===== config.mk =====
export PLATFORM = sky130hd
export DESIGN_NAME = dpg_gpio
export DESIGN_NICKNAME = d
export VERILOG_FILES = /design/src/verilog/dpg_gpio.v /design/src/verilog/dpg_sync.v
export VERILOG_INCLUDE_DIRS = /design/src /design/src/verilog
export SDC_FILE = /design/constraint.sdc
export NUM_CORES = 1
export LEC_CHECK = 0
export BUFFER_PORTS_ARGS = -buffer_cell sky130_fd_sc_hd__buf_2
export CORE_MARGIN = 3
export CORE_UTILIZATION = 27
export DETAILED_ROUTE_END_ITERATION = 12
export PLACE_DENSITY_LB_ADDON = 0.1
export SLEW_MARGIN = 20
export SYNTH_ARGS = -nofsm -noshare
export SYNTH_HDL_FRONTEND = slang
export SYNTH_SLANG_ARGS = --single-unit

===== constraint.sdc =====
create_clock -name pclk -period 2.1 [get_ports pclk]
set_input_delay 0.42 -clock pclk [delete_from_list [all_inputs] [get_ports pclk]]
set_output_delay 0.42 -clock pclk [all_outputs]
set_load 0.05 [all_outputs]

===== src/verilog/dpg_regs.vh =====
// Purpose: Register indices, field positions and reset values of the dual port GPIO
// Assumes: APB byte address is four times the register index
// Notes: Definitions only
`ifndef DPG_REGS_VH
`define DPG_REGS_VH

`define DPG_IDX_W 8
`define DPG_IDX_PA_DATA 8'h05
`define DPG_IDX_PB_DATA 8'h06
`define DPG_IDX_INTCTL 8'h0B
`define DPG_IDX_OPTION 8'h81
`define DPG_IDX_PA_DIR 8'h85
`define DPG_IDX_PB_DIR 8'h86
`define DPG_IDX_ANACFG 8'h9F
`define DPG_IDX_PA_SET 8'h40
`define DPG_IDX_PA_CLR 8'h41
`define DPG_IDX_PB_SET 8'h42
`define DPG_IDX_PB_CLR 8'h43

`define DPG_PA_W 6
`define DPG_PB_W 8
`define DPG_PCFG_W 3

`define DPG_PA_DIR_RST 6'h3F
`define DPG_PB_DIR_RST 8'hFF
`define DPG_OPTION_RST 8'hFF
`define DPG_PCFG_RST 3'h0
`define DPG_PA_LAT_RST 6'h00
`define DPG_PB_LAT_RST 8'h00
`define DPG_PB_CMP_RST 4'h0

`define DPG_OPT_PULLUP_N 7
`define DPG_INT_CHANGE 0
`define DPG_INT_EXT_EN 4
`define DPG_PA_OD_BIT 4
`define DPG_PB_EXT_BIT 0
`define DPG_PB_CHG_HI 7
`define DPG_PB_CHG_LO 4

`define DPG_ANA_ALL 6'h2F
`define DPG_ANA_LOW4 6'h0F
`define DPG_ANA_THREE 6'h0B
`define DPG_ANA_TWO 6'h03
`define DPG_ANA_ONE 6'h01
`define DPG_ANA_NONE 6'h00
`define DPG_PCFG_ALL0 3'h0
`define DPG_PCFG_ALL1 3'h1
`define DPG_PCFG_LOW4 3'h2
`define DPG_PCFG_THREE 3'h3
`define DPG_PCFG_TWO 3'h4
`define DPG_PCFG_ONE 3'h5

`define DPG_SYNC_RST 1'b0

`endif


===== src/verilog/dpg_gpio.v =====
// Purpose: Six-bit port A and eight-bit port B with change detection, APB slave
// Assumes: presetn is the power-on reset, other_reset a synchronous other reset
// Notes: Zero wait state APB; unmapped addresses answer with pslverr
`timescale 1ns/1ps
`include "dpg_regs.vh"

// How it works
// - Port A direction one floats, zero drives
// - Port A read gives pins, write latch
// - Set and clear writes merge sampled pins into latch
// - Bit 4 open drain, others push-pull
// - Port A bit 4 feeds timer clock
// - Three-bit field picks analog port A pins
// - After power-on pins other than bit 4 analog, read zero
// - Direction still drives analog pins; software sets
// - Port A direction resets to all ones
// - Port A upper bits read zero
// - Port B eight pins with direction bits
// - Clearing option bit 7 enables pull-ups
// - Output pins lose their pull-up
// - Pull-ups off after power-on reset
// - Only inputs among bits 7..4 compared
// - Mismatch against last read or write sets flag
// - Persisting mismatch keeps setting the flag
// - Mismatch wakes the device from sleep
// - Bit 0 is external interrupt input
module dpg_gpio (
    input wire pclk,
    input wire presetn,
    input wire ce,
    input wire other_reset,
    input wire psel,
    input wire penable,
    input wire pwrite,
    input wire [11:0] paddr,
    input wire [31:0] pwdata,
    output reg [31:0] prdata,
    output wire pready,
    output wire pslverr,
    input wire [5:0] port_a_in,
    output wire [5:0] port_a_out,
    output wire [5:0] port_a_oe,
    output wire [5:0] analog_select,
    output wire timer_clock_in,
    input wire [7:0] port_b_in,
    output wire [7:0] port_b_out,
    output wire [7:0] port_b_oe,
    output wire [7:0] port_b_pullup_en,
    output wire external_interrupt_pin,
    output wire ext_int_schmitt_en,
    output wire port_change_flag,
    output wire wake_request
);

wire [`DPG_PA_W-1:0] pa_pins;
wire [`DPG_PB_W-1:0] pb_pins;
reg [`DPG_PA_W-1:0] pa_latch;
reg [`DPG_PA_W-1:0] port_a_direction;
reg [`DPG_PB_W-1:0] pb_latch;
reg [`DPG_PB_W-1:0] port_b_direction;
reg [`DPG_PCFG_W-1:0] pin_config;
reg [7:0] option_reg;
reg change_flag;
reg ext_int_enable;
reg [3:0] pb_compare;
reg [`DPG_PA_W-1:0] analog_mask;
reg [7:0] next_rdata;
reg mapped;
wire [`DPG_IDX_W-1:0] idx;
wire setup;
wire access;
wire wr;
wire rd;
wire [3:0] chg_pins;
wire [3:0] chg_inputs;
wire mismatch;
wire [`DPG_PA_W-1:0] pa_read;
wire [`DPG_PA_W-1:0] pa_wdata;
wire [`DPG_PB_W-1:0] pb_wdata;
wire pb_touched;

// Port B sync feeds the change compare, so glitches of one cycle never reach the flag
dpg_sync #(
    .W(`DPG_PB_W)
) u_sync_b (
    .pclk(pclk),
    .presetn(presetn),
    .ce(ce),
    .pin(port_b_in),
    .stable(pb_pins)
);

dpg_sync #(
    .W(`DPG_PA_W)
) u_sync_a (
    .pclk(pclk),
    .presetn(presetn),
    .ce(ce),
    .pin(port_a_in),
    .stable(pa_pins)
);

// Bus decode
assign idx = paddr[9:2];
assign setup = psel & ~penable;
assign access = psel & penable & ce;
assign wr = access & pwrite & mapped;
assign rd = access & ~pwrite & mapped;
assign pready = 1'b1;
assign pslverr = psel & penable & ~mapped;

always @* begin
    case (idx)
        `DPG_IDX_PA_DATA, `DPG_IDX_PB_DATA, `DPG_IDX_INTCTL,
        `DPG_IDX_OPTION, `DPG_IDX_PA_DIR, `DPG_IDX_PB_DIR,
        `DPG_IDX_ANACFG, `DPG_IDX_PA_SET, `DPG_IDX_PA_CLR,
        `DPG_IDX_PB_SET, `DPG_IDX_PB_CLR: begin
            mapped = 1'b1;
        end
        default: begin
            mapped = 1'b0;
        end
    endcase
end

// Analog pin selection from the pin-configuration field
always @* begin
    case (pin_config)
        `DPG_PCFG_ALL0: begin
            analog_mask = `DPG_ANA_ALL;
        end
        `DPG_PCFG_ALL1: begin
            analog_mask = `DPG_ANA_ALL;
        end
        `DPG_PCFG_LOW4: begin
            analog_mask = `DPG_ANA_LOW4;
        end
        `DPG_PCFG_THREE: begin
            analog_mask = `DPG_ANA_THREE;
        end
        `DPG_PCFG_TWO: begin
            analog_mask = `DPG_ANA_TWO;
        end
        `DPG_PCFG_ONE: begin
            analog_mask = `DPG_ANA_ONE;
        end
        default: begin
            analog_mask = `DPG_ANA_NONE;
        end
    endcase
end

assign analog_select = analog_mask;
// Analog pins read zero in the digital path
assign pa_read = pa_pins & ~analog_mask;

// Writes sample pins first, then modify; a full write replaces all bits
assign pa_wdata = (idx == `DPG_IDX_PA_SET) ? (pa_read | pwdata[`DPG_PA_W-1:0]) :
                  (idx == `DPG_IDX_PA_CLR) ? (pa_read & ~pwdata[`DPG_PA_W-1:0]) :
                  pwdata[`DPG_PA_W-1:0];
assign pb_wdata = (idx == `DPG_IDX_PB_SET) ? (pb_pins | pwdata[`DPG_PB_W-1:0]) :
                  (idx == `DPG_IDX_PB_CLR) ? (pb_pins & ~pwdata[`DPG_PB_W-1:0]) :
                  pwdata[`DPG_PB_W-1:0];

assign pb_touched = access & mapped &
                    ((idx == `DPG_IDX_PB_DATA) |
                     (pwrite & ((idx == `DPG_IDX_PB_SET) | (idx == `DPG_IDX_PB_CLR))));

// Read data
always @* begin
    next_rdata = 8'h00;
    case (idx)
        `DPG_IDX_PA_DATA: begin
            next_rdata = {2'b00, pa_read};
        end
        `DPG_IDX_PB_DATA: begin
            next_rdata = pb_pins;
        end
        `DPG_IDX_PA_DIR: begin
            next_rdata = {2'b00, port_a_direction};
        end
        `DPG_IDX_PB_DIR: begin
            next_rdata = port_b_direction;
        end
        `DPG_IDX_OPTION: begin
            next_rdata = option_reg;
        end
        `DPG_IDX_ANACFG: begin
            next_rdata = {5'b00000, pin_config};
        end
        `DPG_IDX_INTCTL: begin
            next_rdata[`DPG_INT_CHANGE] = change_flag;
            next_rdata[`DPG_INT_EXT_EN] = ext_int_enable;
        end
        default: begin
            next_rdata = 8'h00;
        end
    endcase
end

// Read data is captured in the setup cycle and held through the access
always @(posedge pclk or negedge presetn) begin
    if (!presetn) begin
        prdata <= 32'h00000000;
    end else if (ce && setup) begin
        prdata <= {24'h000000, next_rdata};
    end
end

// Configuration registers; other_reset restores them but not the latches
always @(posedge pclk or negedge presetn) begin
    if (!presetn) begin
        port_a_direction <= `DPG_PA_DIR_RST;
        port_b_direction <= `DPG_PB_DIR_RST;
        option_reg <= `DPG_OPTION_RST;
        pin_config <= `DPG_PCFG_RST;
        ext_int_enable <= 1'b0;
    end else if (ce) begin
        if (other_reset) begin
            port_a_direction <= `DPG_PA_DIR_RST;
            port_b_direction <= `DPG_PB_DIR_RST;
            option_reg <= `DPG_OPTION_RST;
            pin_config <= `DPG_PCFG_RST;
            ext_int_enable <= 1'b0;
        end else if (wr) begin
            case (idx)
                `DPG_IDX_PA_DIR: begin
                    port_a_direction <= pwdata[`DPG_PA_W-1:0];
                end
                `DPG_IDX_PB_DIR: begin
                    port_b_direction <= pwdata[`DPG_PB_W-1:0];
                end
                `DPG_IDX_OPTION: begin
                    option_reg <= pwdata[7:0];
                end
                `DPG_IDX_ANACFG: begin
                    pin_config <= pwdata[`DPG_PCFG_W-1:0];
                end
                `DPG_IDX_INTCTL: begin
                    ext_int_enable <= pwdata[`DPG_INT_EXT_EN];
                end
                default: begin
                    pin_config <= pin_config;
                end
            endcase
        end
    end
end

// Output latches keep their value over other_reset
always @(posedge pclk or negedge presetn) begin
    if (!presetn) begin
        pa_latch <= `DPG_PA_LAT_RST;
        pb_latch <= `DPG_PB_LAT_RST;
    end else if (ce && wr) begin
        if ((idx == `DPG_IDX_PA_DATA) || (idx == `DPG_IDX_PA_SET) ||
            (idx == `DPG_IDX_PA_CLR)) begin
            pa_latch <= pa_wdata;
        end
        if ((idx == `DPG_IDX_PB_DATA) || (idx == `DPG_IDX_PB_SET) ||
            (idx == `DPG_IDX_PB_CLR)) begin
            pb_latch <= pb_wdata;
        end
    end
end

// Change detection on the upper nibble
assign chg_pins = pb_pins[`DPG_PB_CHG_HI:`DPG_PB_CHG_LO];
assign chg_inputs = port_b_direction[`DPG_PB_CHG_HI:`DPG_PB_CHG_LO];
assign mismatch = |((chg_pins ^ pb_compare) & chg_inputs);

// Any read or write of port B takes a fresh reference, ending the mismatch
always @(posedge pclk or negedge presetn) begin
    if (!presetn) begin
        pb_compare <= `DPG_PB_CMP_RST;
    end else if (ce && pb_touched) begin
        // A read keeps the nibble it returned, so a change during the access is not lost
        pb_compare <= pwrite ? chg_pins : prdata[`DPG_PB_CHG_HI:`DPG_PB_CHG_LO];
    end
end

// A still-present mismatch sets the flag again, so set beats clear
always @(posedge pclk or negedge presetn) begin
    if (!presetn) begin
        change_flag <= 1'b0;
    end else if (ce) begin
        if (other_reset) begin
            change_flag <= 1'b0;
        end else if (mismatch) begin
            change_flag <= 1'b1;
        end else if (wr && (idx == `DPG_IDX_INTCTL)) begin
            change_flag <= pwdata[`DPG_INT_CHANGE];
        end
    end
end

assign port_change_flag = change_flag;
// Wake follows mismatch without ce, but the port B sample behind it only moves while ce is high
assign wake_request = mismatch;

// Port A drivers
genvar k;
generate
    for (k = 0; k < `DPG_PA_W; k = k + 1) begin : g_pa
        if (k == `DPG_PA_OD_BIT) begin : g_od
            // Open drain can only pull low
            assign port_a_out[k] = 1'b0;
            assign port_a_oe[k] = ~port_a_direction[k] & ~pa_latch[k];
        end else begin : g_pp
            assign port_a_out[k] = pa_latch[k];
            assign port_a_oe[k] = ~port_a_direction[k];
        end
    end
endgenerate

// Bit 4 is shared with the timer clock input, taken from the stable sample
assign timer_clock_in = pa_pins[`DPG_PA_OD_BIT];

// Port B drivers and pull-ups
assign port_b_out = pb_latch;
assign port_b_oe = ~port_b_direction;
assign port_b_pullup_en = {`DPG_PB_W{~option_reg[`DPG_OPT_PULLUP_N]}} &
                          port_b_direction;

// External interrupt input; the schmitt buffer is selected while it is enabled
assign external_interrupt_pin = pb_pins[`DPG_PB_EXT_BIT];
assign ext_int_schmitt_en = ext_int_enable;

endmodule // dpg_gpio


===== src/verilog/dpg_sync.v =====
// Purpose: Three-stage pin synchroniser with agreement filter
// Assumes: Inputs are asynchronous to pclk
// Notes: The stable value moves only when stages two and three agree
`timescale 1ns/1ps
`include "dpg_regs.vh"

module dpg_sync #(
    parameter W = 8
) (
    input wire pclk,
    input wire presetn,
    input wire ce,
    input wire [W-1:0] pin,
    output wire [W-1:0] stable
);

genvar i;
generate
    for (i = 0; i < W; i = i + 1) begin : g_bit
        reg s1;
        reg s2;
        reg s3;
        reg hold;
        always @(posedge pclk or negedge presetn) begin
            if (!presetn) begin
                s1 <= `DPG_SYNC_RST;
                s2 <= `DPG_SYNC_RST;
                s3 <= `DPG_SYNC_RST;
                hold <= `DPG_SYNC_RST;
            end else if (ce) begin
                s1 <= pin[i];
                s2 <= s1;
                s3 <= s2;
                // Stage one is read only by stage two
                if (s2 == s3) begin
                    hold <= s3;
                end
            end
        end
        assign stable[i] = hold;
    end
endgenerate

endmodule // dpg_sync


==> reports/metrics.cfg, run 1 <==
[cells_and_area]
layout_commonest_cell=dfrtp_1
antenna_cells=0
mostFrequentLayoutCells=dfrtp_1 (87), buf_2 (85), nor2_1 (63)
syn2layout_area_growth_pct=22.2
layout-drive-gt1-share_pct=36.6
nFillCells=2053
nets=715

[sta]
min_period_ps=2000
rsz0062_at_grt=false
fin_crit_sh_pct=95.4
max_freq_mhz=499
worst_slew_pin_slew_ps=624
fin_skew_ps=10.1
setup_viol=0
finalHoldViolCount=0
slew_violations=0
fin_tns_setup_ps=0
maxSlewHeadroom_pct=58.4

[setup_path]
r2r_end=prdata[5]
r2r_cells=4
crit_type=reg -> out
cp.required_ps=1680
rr_startpoint=pin_config[1]
cp_slowest_cell=dfstp_2
regToRegSetupSlack_ps=430
cp_cell_sequence=inv_1 -> o221ai_2 -> buf_4
cp-start-kind=flop
crit_arrival_ps=1580
crit_path_max_fanout=4
critPathMaxStageDelay_ps=570
endpoint_kind=primary output

[logic_synthesis]
synth.distinct_cells=56
syn_avg_cell_area_sq_um=10.4
yosys_most_used_dff=dfrtp_1
ys_seq_area_share_pct=49.3
syn_area_sq_um=5590
synthCells=539
synth_warnings=0
ys_ff_latch=109
synth-edff-count=0
synthArstFlopShare_pct=100

[clock_network]
cts.sinks=109
postCtsSetupRepairBufs=0
numCtsBuffers=9
cts_tree=built
insertion_delay_ps=350
cts.path.max_buffers=2
htree_levels=3
clkTransAtPathRegs_ps=70
cts-root-buf=clkbuf_16

[drt]
drt_iter0_drc=230
final_antenna_net_count=0
via_per_inst=4.84
drc_errors=0
wl_per_cell_um=18.3
dr.pass1.iters=6
vias=4452
wirelength_um=16800

[floorplan]
rows=51
core_sq_um=19900
initial_core_util_pct=28.1
die_h_um=150
io_pins=146
fp.dieArea_sq_um=22400
dieWidth_um=150

[worst_hold_path]
hold_end=u_sync_a.g_bit[3].s1
whs_path_depth=2
hp-class=in -> reg
hp-start=port_a_in[3]

[global_routing]
grt_overflow=0
grt_usage_pct=15.4
grt_pass1_wl_um=26400
grt_max_degree=54
antenna_found_initial=0
grt_pass1_vias=4513

[status]
status=completed

[place]
gp_congestion=0.835
port-buffer-count=90
post-dp-hpwl_um=12600

[pwr]
power_density_nw_per_um2=834
p_total_mw=5.69
p_leak_nw=3.22
max-vdd-ir-drop_v=0.000401

[job]
maxCapViolCount=0

## worst max-delay path by stage
stage                        startpoint            end  cells after the start
global placement               paddr[4]  pb_compare[3]                      7
detailed placement             paddr[4]  pb_compare[3]                      7
floorplan                      paddr[3]        pslverr                      5
global route        port_b_direction[5]   wake_request                      3
CTS                            paddr[5]        pslverr                      5
finish              port_b_direction[5]   wake_request                      3
## timing repair
item,CTS,global route
setup endpoints to repair,2,1
cloned,0,0
endpoints found under the hold margin,18,0
pin swaps,0,1
resized for setup,4,3
hold buffers,1,0
## cells in the mapped netlist, types with 2 or more instances
master    instances  area [sq um]
xor2_1            2          17.5
mux2i_1           4          40.0
nand4_1           3          18.8
o32a_1           12           120
a22o_1            3          26.3
a21o_1            8          60.1
mux2_2           47           529
nand2_1          21          78.8
nand3_1           3          15.0
dfrtp_1          87          2180
o21ai_0           8          40.0
nor4_1            2          12.5
clkbuf_1         13          48.8
a31oi_1           5          31.3
and2_1            2          12.5
xnor2_1           2          17.5
dfstp_2          22           578
inv_1            16          60.1
o22ai_1           2          12.5
nor4_2            2          25.0
a32oi_1           2          17.5
nand2b_1         18           113
and3_1            3          18.8
nor4bb_1          2          20.0
buf_1             8          30.0
conb_1            2          7.51
nor2_1           63           236
a211oi_1         15           113
a21boi_2          2          22.5
nor3_1           16          80.1
nor2b_1           3          18.8
buf_4            35           263
buf_2             7          35.0
a22oi_1          12          90.1
mux2_4            4          60.1
a21oi_1          62           310
nand3b_1          2          15.0
## critical path: cells and delay by family, from the launching register on
kind / cells / cell delay, ps
compound gates: 1 / 300
flops: 1 / 570
buf+inv: 2 / 350
## final cells by class
cell class | instances | area, sq um | area share, %
Clock buffer | 14 | 275 | 4.03
Clock inverter | 2 | 15.0 | 0.220
Inverter | 16 | 60.1 | 0.880
Multi-Input combinational cell | 375 | 2520 | 37.0
Sequential cell | 109 | 2760 | 40.4
Tap cell | 265 | 332 | 4.86
Timing Repair Buffer | 139 | 862 | 12.6
## logic make-up (layout without fill, tap and decap cells)
| logic type | after synthesis | after routing | synth area share (%) |
|---|---|---|---|
| muxes | 55 | 55 | 11.3 |
| xor gates and xnor gates | 4 | 4 | 0.627 |
| AOI/OAI and AO/OA | 137 | 137 | 16.0 |
| other | 2 | 27 | 0.134 |
| and+or+nand+nor | 152 | 152 | 14.6 |
| DFF | 109 | 109 | 49.3 |
| buffers and inverters | 80 | 171 | 8.02 |
## metal layers
metal | vias up | global-route usage [%] | part of all wire (%)
met3 | 19 | 3.36 | 6.2
li1 | 2093 | - | -
met5 | - | 0 | 0
met1 | 2202 | 21.7 | 47
met2 | 138 | 23.9 | 45
met4 | 0 | 4.53 | 1.8
## stage by stage
| step | hold WS, ps | utilization (%) | setup WS [ps] | area, sq um | std cells |
|---|---|---|---|---|---|
| after floorplan | 124 | - | -94.7 | 5730 | 564 |
| after global placement | 327 | 32.6 | -267 | 6490 | 903 |
| after detailed placement | 336 | 32.6 | -217 | 6490 | 903 |
| after CTS | 281 | 34.2 | 15.6 | 6810 | 920 |
| after global routing | 282 | 34.3 | 0.792 | 6820 | 920 |
| final | 296 | 34.3 | 95.9 | 6820 | 920 |
## power breakdown
part / internal [mW] / switching [mW] / total [mW]
logic: 0.460 / 0.883 / 1.34
clock network: 0.918 / 0.782 / 1.70
registers: 2.40 / 0.242 / 2.65
No activity file was read; power rests on OpenSTA's default activity.
==> inputs of run 2 (changes only) <==
==> constraint.sdc (replaced) <==
create_clock -name pclk -period 2.1 [get_ports pclk]
set_input_delay 0.42 -clock pclk [delete_from_list [all_inputs] [get_ports pclk]]
set_output_delay 0.42 -clock pclk [all_outputs]
set_load 0.1 [all_outputs]
==> reports/metrics.cfg, run 2 (synthesis results as in run 1) <==
[floorplan]
io_pins=146  ; unchanged
core_sq_um=19900  ; unchanged
initial_core_util_pct=28.1  ; unchanged
rows=51  ; unchanged
die_h_um=150  ; unchanged
fp.dieArea_sq_um=22400  ; unchanged
dieWidth_um=150  ; unchanged

[clock_network]
cts.sinks=109  ; unchanged
cts_tree=built
cts-root-buf=clkbuf_16
clkTransAtPathRegs_ps=70  ; about the same
insertion_delay_ps=350  ; about the same
cts.path.max_buffers=2  ; unchanged
numCtsBuffers=9  ; unchanged
ctsHoldBuffers=0  ; -1
htree_levels=3  ; unchanged

[drt]
drt_iter0_drc=188  ; -18%
final_antenna_net_count=0  ; unchanged
wl_per_cell_um=17.8  ; -2.7%
via_per_inst=4.76  ; -1.6%
wirelength_um=16400  ; -2.6%
dr.pass1.iters=5  ; -1
drc_errors=0  ; unchanged
vias=4386  ; -1.5%

[sta]
worst_slew_pin_slew_ps=530  ; -94.1 ps
min_period_ps=2090  ; +83.1 ps
fin_crit_sh_pct=99.4  ; +4.0 points
maxSlewHeadroom_pct=64.9  ; +6.5 points
hold_ws_ps=15.8  ; -281 ps
setup_viol=0  ; unchanged
max_freq_mhz=479  ; -4.0%
layout_setup_ws_ps=12.8  ; -83.1 ps
slew_violations=0  ; unchanged
rsz0062_at_grt=true
finalHoldViolCount=0  ; unchanged
fin_skew_ps=7.61  ; -2.45 ps

[pwr]
clock_power_share_pct=26.6  ; -3.3 points
p_leak_nw=3.24  ; +0.68%
swShare_pct=38.6  ; +5.1 points
max-vdd-ir-drop_v=0.000407  ; +1.5%
p_int_mw=3.75  ; -0.77%
combPwrFrac_pct=29.9  ; +6.3 points
p_sw_mw=2.36  ; +24%
p_total_mw=6.11  ; +7.4%
power_density_nw_per_um2=879  ; +5.5%
seqPwrFrac_pct=43.5  ; -3.0 points

[status]
status=completed

[cells_and_area]
nets=716  ; +0.14%
mostFrequentLayoutCells=dfrtp_1 (87), buf_2 (84), a21oi_1 (61)
final_cells=921  ; +0.11%
antenna_cells=0  ; unchanged
layout-drive-gt1-share_pct=39.2  ; +2.5 points
syn2layout_area_growth_pct=24.4
layout_commonest_cell=dfrtp_1

[place]
post-dp-hpwl_um=12600  ; -0.46%
gp_congestion=0.859  ; +2.9%
dp.cells=904  ; +0.11%
dpl_worst_slack_ps=-119  ; +97.9 ps
port-buffer-count=90  ; unchanged

[global_routing]
grt_pass1_vias=4391  ; -2.7%
grt_usage_pct=14.7  ; -0.73 points
grt_pass1_wl_um=25200  ; -4.7%
antenna_found_initial=1  ; +1
grt_overflow=0  ; unchanged
grt_max_degree=71  ; +31%

[worst_hold_path]
hp-class=in -> async

[job]
maxCapViolCount=0  ; unchanged

[setup_path]
endpoint_kind=primary output
crit_path_max_fanout=5  ; +1
crit_type=in -> out
regToRegSetupSlack_ps=530  ; +100 ps
cp-start-kind=input port
cp.required_ps=1680  ; about the same
crit_arrival_ps=1670  ; +90 ps

## run 2: cell types whose count changed in the layout (fill, tap and decap cells not counted), moves of 2 or more
cell / before / now
buf_12: 2 / 4
clkbuf_1: 3 / 1
clkinvlp_4: 0 / 2
nor2_1: 63 / 54
nor2_4: 0 / 8
## run 2: per-layer routing
metal	vias to the layer above	track usage [%]	routed length [um]
met4	2	3.75	161
met1	2148	19.6	7450
met3	12	4.54	1110
met2	130	23.3	7650
li1	2094	-	-
met5	-	0	13
## run 2: critical path, cell delays in order
cell	delay, ps
buf_2	130
nor4b_4	140
and2_4	140
o31a_1	300
nor4_4	310
buf_12	210
## run 2: what timing repair did
| item | in CTS | in global routing |
|---|---|---|
| setup buffers | 1 | 0 |
| cloned | 0 | 0 |
| resized for setup | 10 | 3 |
| setup endpoints to repair | 2 | 2 |
| pin swaps | 4 | 1 |
## run 2: final cells by class
class / instances / area [sq um]
fillers: 2058 / 13000
flip-flops and latches: 109 / 2760
multi-input cells: 375 / 2620
repair buffers: 140 / 898
well taps: 265 / 332
clock buffers: 12 / 256
inverters: 16 / 60.1
clock inverters: 4 / 23.8
## run 2: path summary, 6_finish.rpt
path,to,depth (start not counted),from
min reg2reg,port_b_out[5],1,port_b_out[5]
max reg2reg,prdata[4],5,port_a_direction[4]
min in group pclk,u_sync_b.g_bit[7].s1,2,port_b_in[7]
max in group asynchronous,port_b_direction[5],2,presetn
max,pslverr,6,paddr[2]
min,port_change_flag,1,presetn
## run 2: power by group through the flow
stage	Combinational (mW)	Sequential [mW]	Clock [mW]
6_report	1.83	2.66	1.62
5_1_grt	1.93	2.70	1.77
4_1_cts	1.84	2.66	1.70
3_5_place_dp	1.82	2.70	0
3_3_place_gp	1.79	2.69	0
2_1_floorplan	1.08	2.96	0
## run 2: through the flow
stage	area [sq um]	TNS (ps)	util (%)
floorplan	5800	-674	-
global route	6950	-24.3	34.9
detailed placement	6610	-984	33.2
CTS	6940	0	34.8
finish	6950	0	34.9
global placement	6610	-813	33.2
==> inputs of run 3 (changes only) <==
--- a/config.mk
+++ b/config.mk
@@ -7,6 +7,8 @@
 export NUM_CORES = 1
 export LEC_CHECK = 0
 export BUFFER_PORTS_ARGS = -buffer_cell sky130_fd_sc_hd__buf_2
+export CELL_PAD_IN_SITES_DETAIL_PLACEMENT = 1
+export CELL_PAD_IN_SITES_GLOBAL_PLACEMENT = 1
 export CORE_MARGIN = 3
 export CORE_UTILIZATION = 27
 export DETAILED_ROUTE_END_ITERATION = 12
==> reports/metrics.cfg, run 3 (synthesis results as in run 1) <==
[floorplan]
fp.dieArea_sq_um=22400  ; unchanged
io_pins=146  ; unchanged
rows=51  ; unchanged
dieWidth_um=150  ; unchanged
core_sq_um=19900  ; unchanged
initial_core_util_pct=28.1  ; unchanged
die_h_um=150  ; unchanged

[drt]
wirelength_um=17600  ; +7.3%
drc_errors=0  ; unchanged
via_per_inst=4.84  ; +1.6%
dr.pass1.iters=4  ; -1
vias=4457  ; +1.6%
drt_iter0_drc=180  ; -4.3%
final_antenna_net_count=0  ; unchanged
wl_per_cell_um=19.1  ; +7.3%

[cells_and_area]
layout_commonest_cell=dfrtp_1
antenna_cells=0  ; unchanged
design_area_sq_um=7060  ; +1.6%
mostFrequentLayoutCells=dfrtp_1 (87), buf_2 (78), a21oi_1 (61)
syn2layout_area_growth_pct=26.4
nets=716  ; unchanged
nFillCells=2288  ; +11%
layout-drive-gt1-share_pct=39.5  ; +0.30 points
fin_util_pct=35.5  ; +0.56 points

[clock_network]
numCtsBuffers=9  ; unchanged
cts-root-buf=clkbuf_16
insertion_delay_ps=350  ; about the same
htree_levels=3  ; unchanged
cts_tree=built
cts.path.max_buffers=2  ; unchanged
clkTransAtPathRegs_ps=70  ; about the same
cts.sinks=109  ; unchanged

[sta]
slew_violations=0  ; unchanged
finalHoldViolCount=0  ; unchanged
min_period_ps=2060  ; -30.0 ps
fin_skew_ps=6.21  ; -1.41 ps
rsz0062_at_grt=false
maxSlewHeadroom_pct=61.6  ; -3.4 points
hold_ws_ps=52.5  ; +36.7 ps
fin_crit_sh_pct=98.0  ; -1.4 points
max_freq_mhz=486  ; +1.5%
setup_viol=0  ; unchanged
worst_slew_pin_slew_ps=577  ; +46.9 ps
fin_tns_setup_ps=0  ; unchanged

[setup_path]
startpoint=paddr[9]
endpoint_kind=primary output
r2r_cells=4  ; -1
r2r_end=prdata[5]
cp-start-kind=input port
regToRegSetupSlack_ps=330  ; -200 ps
setup.worst_path.end=pslverr
crit_type=in -> out
crit_arrival_ps=1640  ; -30 ps
cp.required_ps=1680  ; about the same
rr_startpoint=pin_config[2]
crit_path_max_fanout=4  ; -1

[global_routing]
grt_overflow=0  ; unchanged
grt_usage_pct=16.0  ; +1.3 points
grt_pass1_vias=4606  ; +4.9%
grt_max_degree=72  ; +1.4%
grt_pass1_wl_um=27400  ; +8.7%
antenna_found_initial=3  ; +2

[worst_hold_path]
hp-class=in -> async

[status]
status=completed

[place]
post_dp_cell_area_sq_um=6610  ; about the same
gp_congestion=0.846  ; -1.5%
post-dp-hpwl_um=13400  ; +6.2%
port-buffer-count=90  ; unchanged

[pwr]
power_density_nw_per_um2=900  ; +2.3%
max-vdd-ir-drop_v=0.000401  ; -1.5%
p_leak_nw=3.28  ; +1.1%

[job]
maxCapViolCount=0  ; unchanged

==> run 3: worst max-delay path, cell delays in order <==
cell and delay [ps]:
buf_8 110, nor4b_4 130, and2_4 160, o31a_1 260, nor4_4 340, buf_12 220
==> run 3: worst min path at each step <==
stage / start / to / slack (ps) / cells past startpoint
after global routing: presetn / ext_int_schmitt_en / 80 / 1
final: presetn / port_change_flag / 50 / 1
after detailed placement: presetn / port_change_flag / 470 / 1
after floorplan: presetn / ext_int_schmitt_en / 120 / 0
after CTS: presetn / port_change_flag / 80 / 1
after global placement: presetn / port_change_flag / 450 / 1
==> run 3: report_power, final <==
group / internal, mW / switching, mW / total (mW)
Sequential: 2.40 / 0.267 / 2.67
Combinational: 0.490 / 1.34 / 1.83
Clock: 1.08 / 0.776 / 1.85
Total: 3.97 / 2.38 / 6.35
==> run 3: routing by layer <==
layer | vias up | track usage (%) | share of wire [%]
met2 | 118 | 24.8 | 46
li1 | 2093 | - | -
met4 | 6 | 4.39 | 1.6
met1 | 2217 | 22.8 | 47
met3 | 23 | 3.00 | 5.8
met5 | - | 0 | 0.18
==> run 3: through the flow <==
step           total power, mW  worst slack, ps  cells
6_report                  6.35             42.8    921
4_1_cts                   6.43             5.58    919
2_1_floorplan             4.04             -558    564
3_5_place_dp              4.52             -196    902
5_1_grt                   6.68             2.37    921
3_3_place_gp              4.47             -197    902
==> run 3: cell type report <==
| cell class | instances | area [sq um] | share of cell area, % |
|---|---|---|---|
| Clock buffer | 12 | 246 | 3.49 |
| Clock inverter | 4 | 71.3 | 1.01 |
| Inverter | 16 | 60.1 | 0.851 |
| Multi-Input combinational cell | 375 | 2650 | 37.5 |
| Sequential cell | 109 | 2760 | 39.0 |
| Tap cell | 265 | 332 | 4.70 |
| Timing Repair Buffer | 140 | 948 | 13.4 |
==> run 3: what timing repair did <==
item | CTS | global route
pin swaps | 3 | 5
gates resized for setup | 14 | 20
buffers inserted | 1 | 2
endpoints found under the setup margin | 2 | 1
hold buffers | 0 | 0
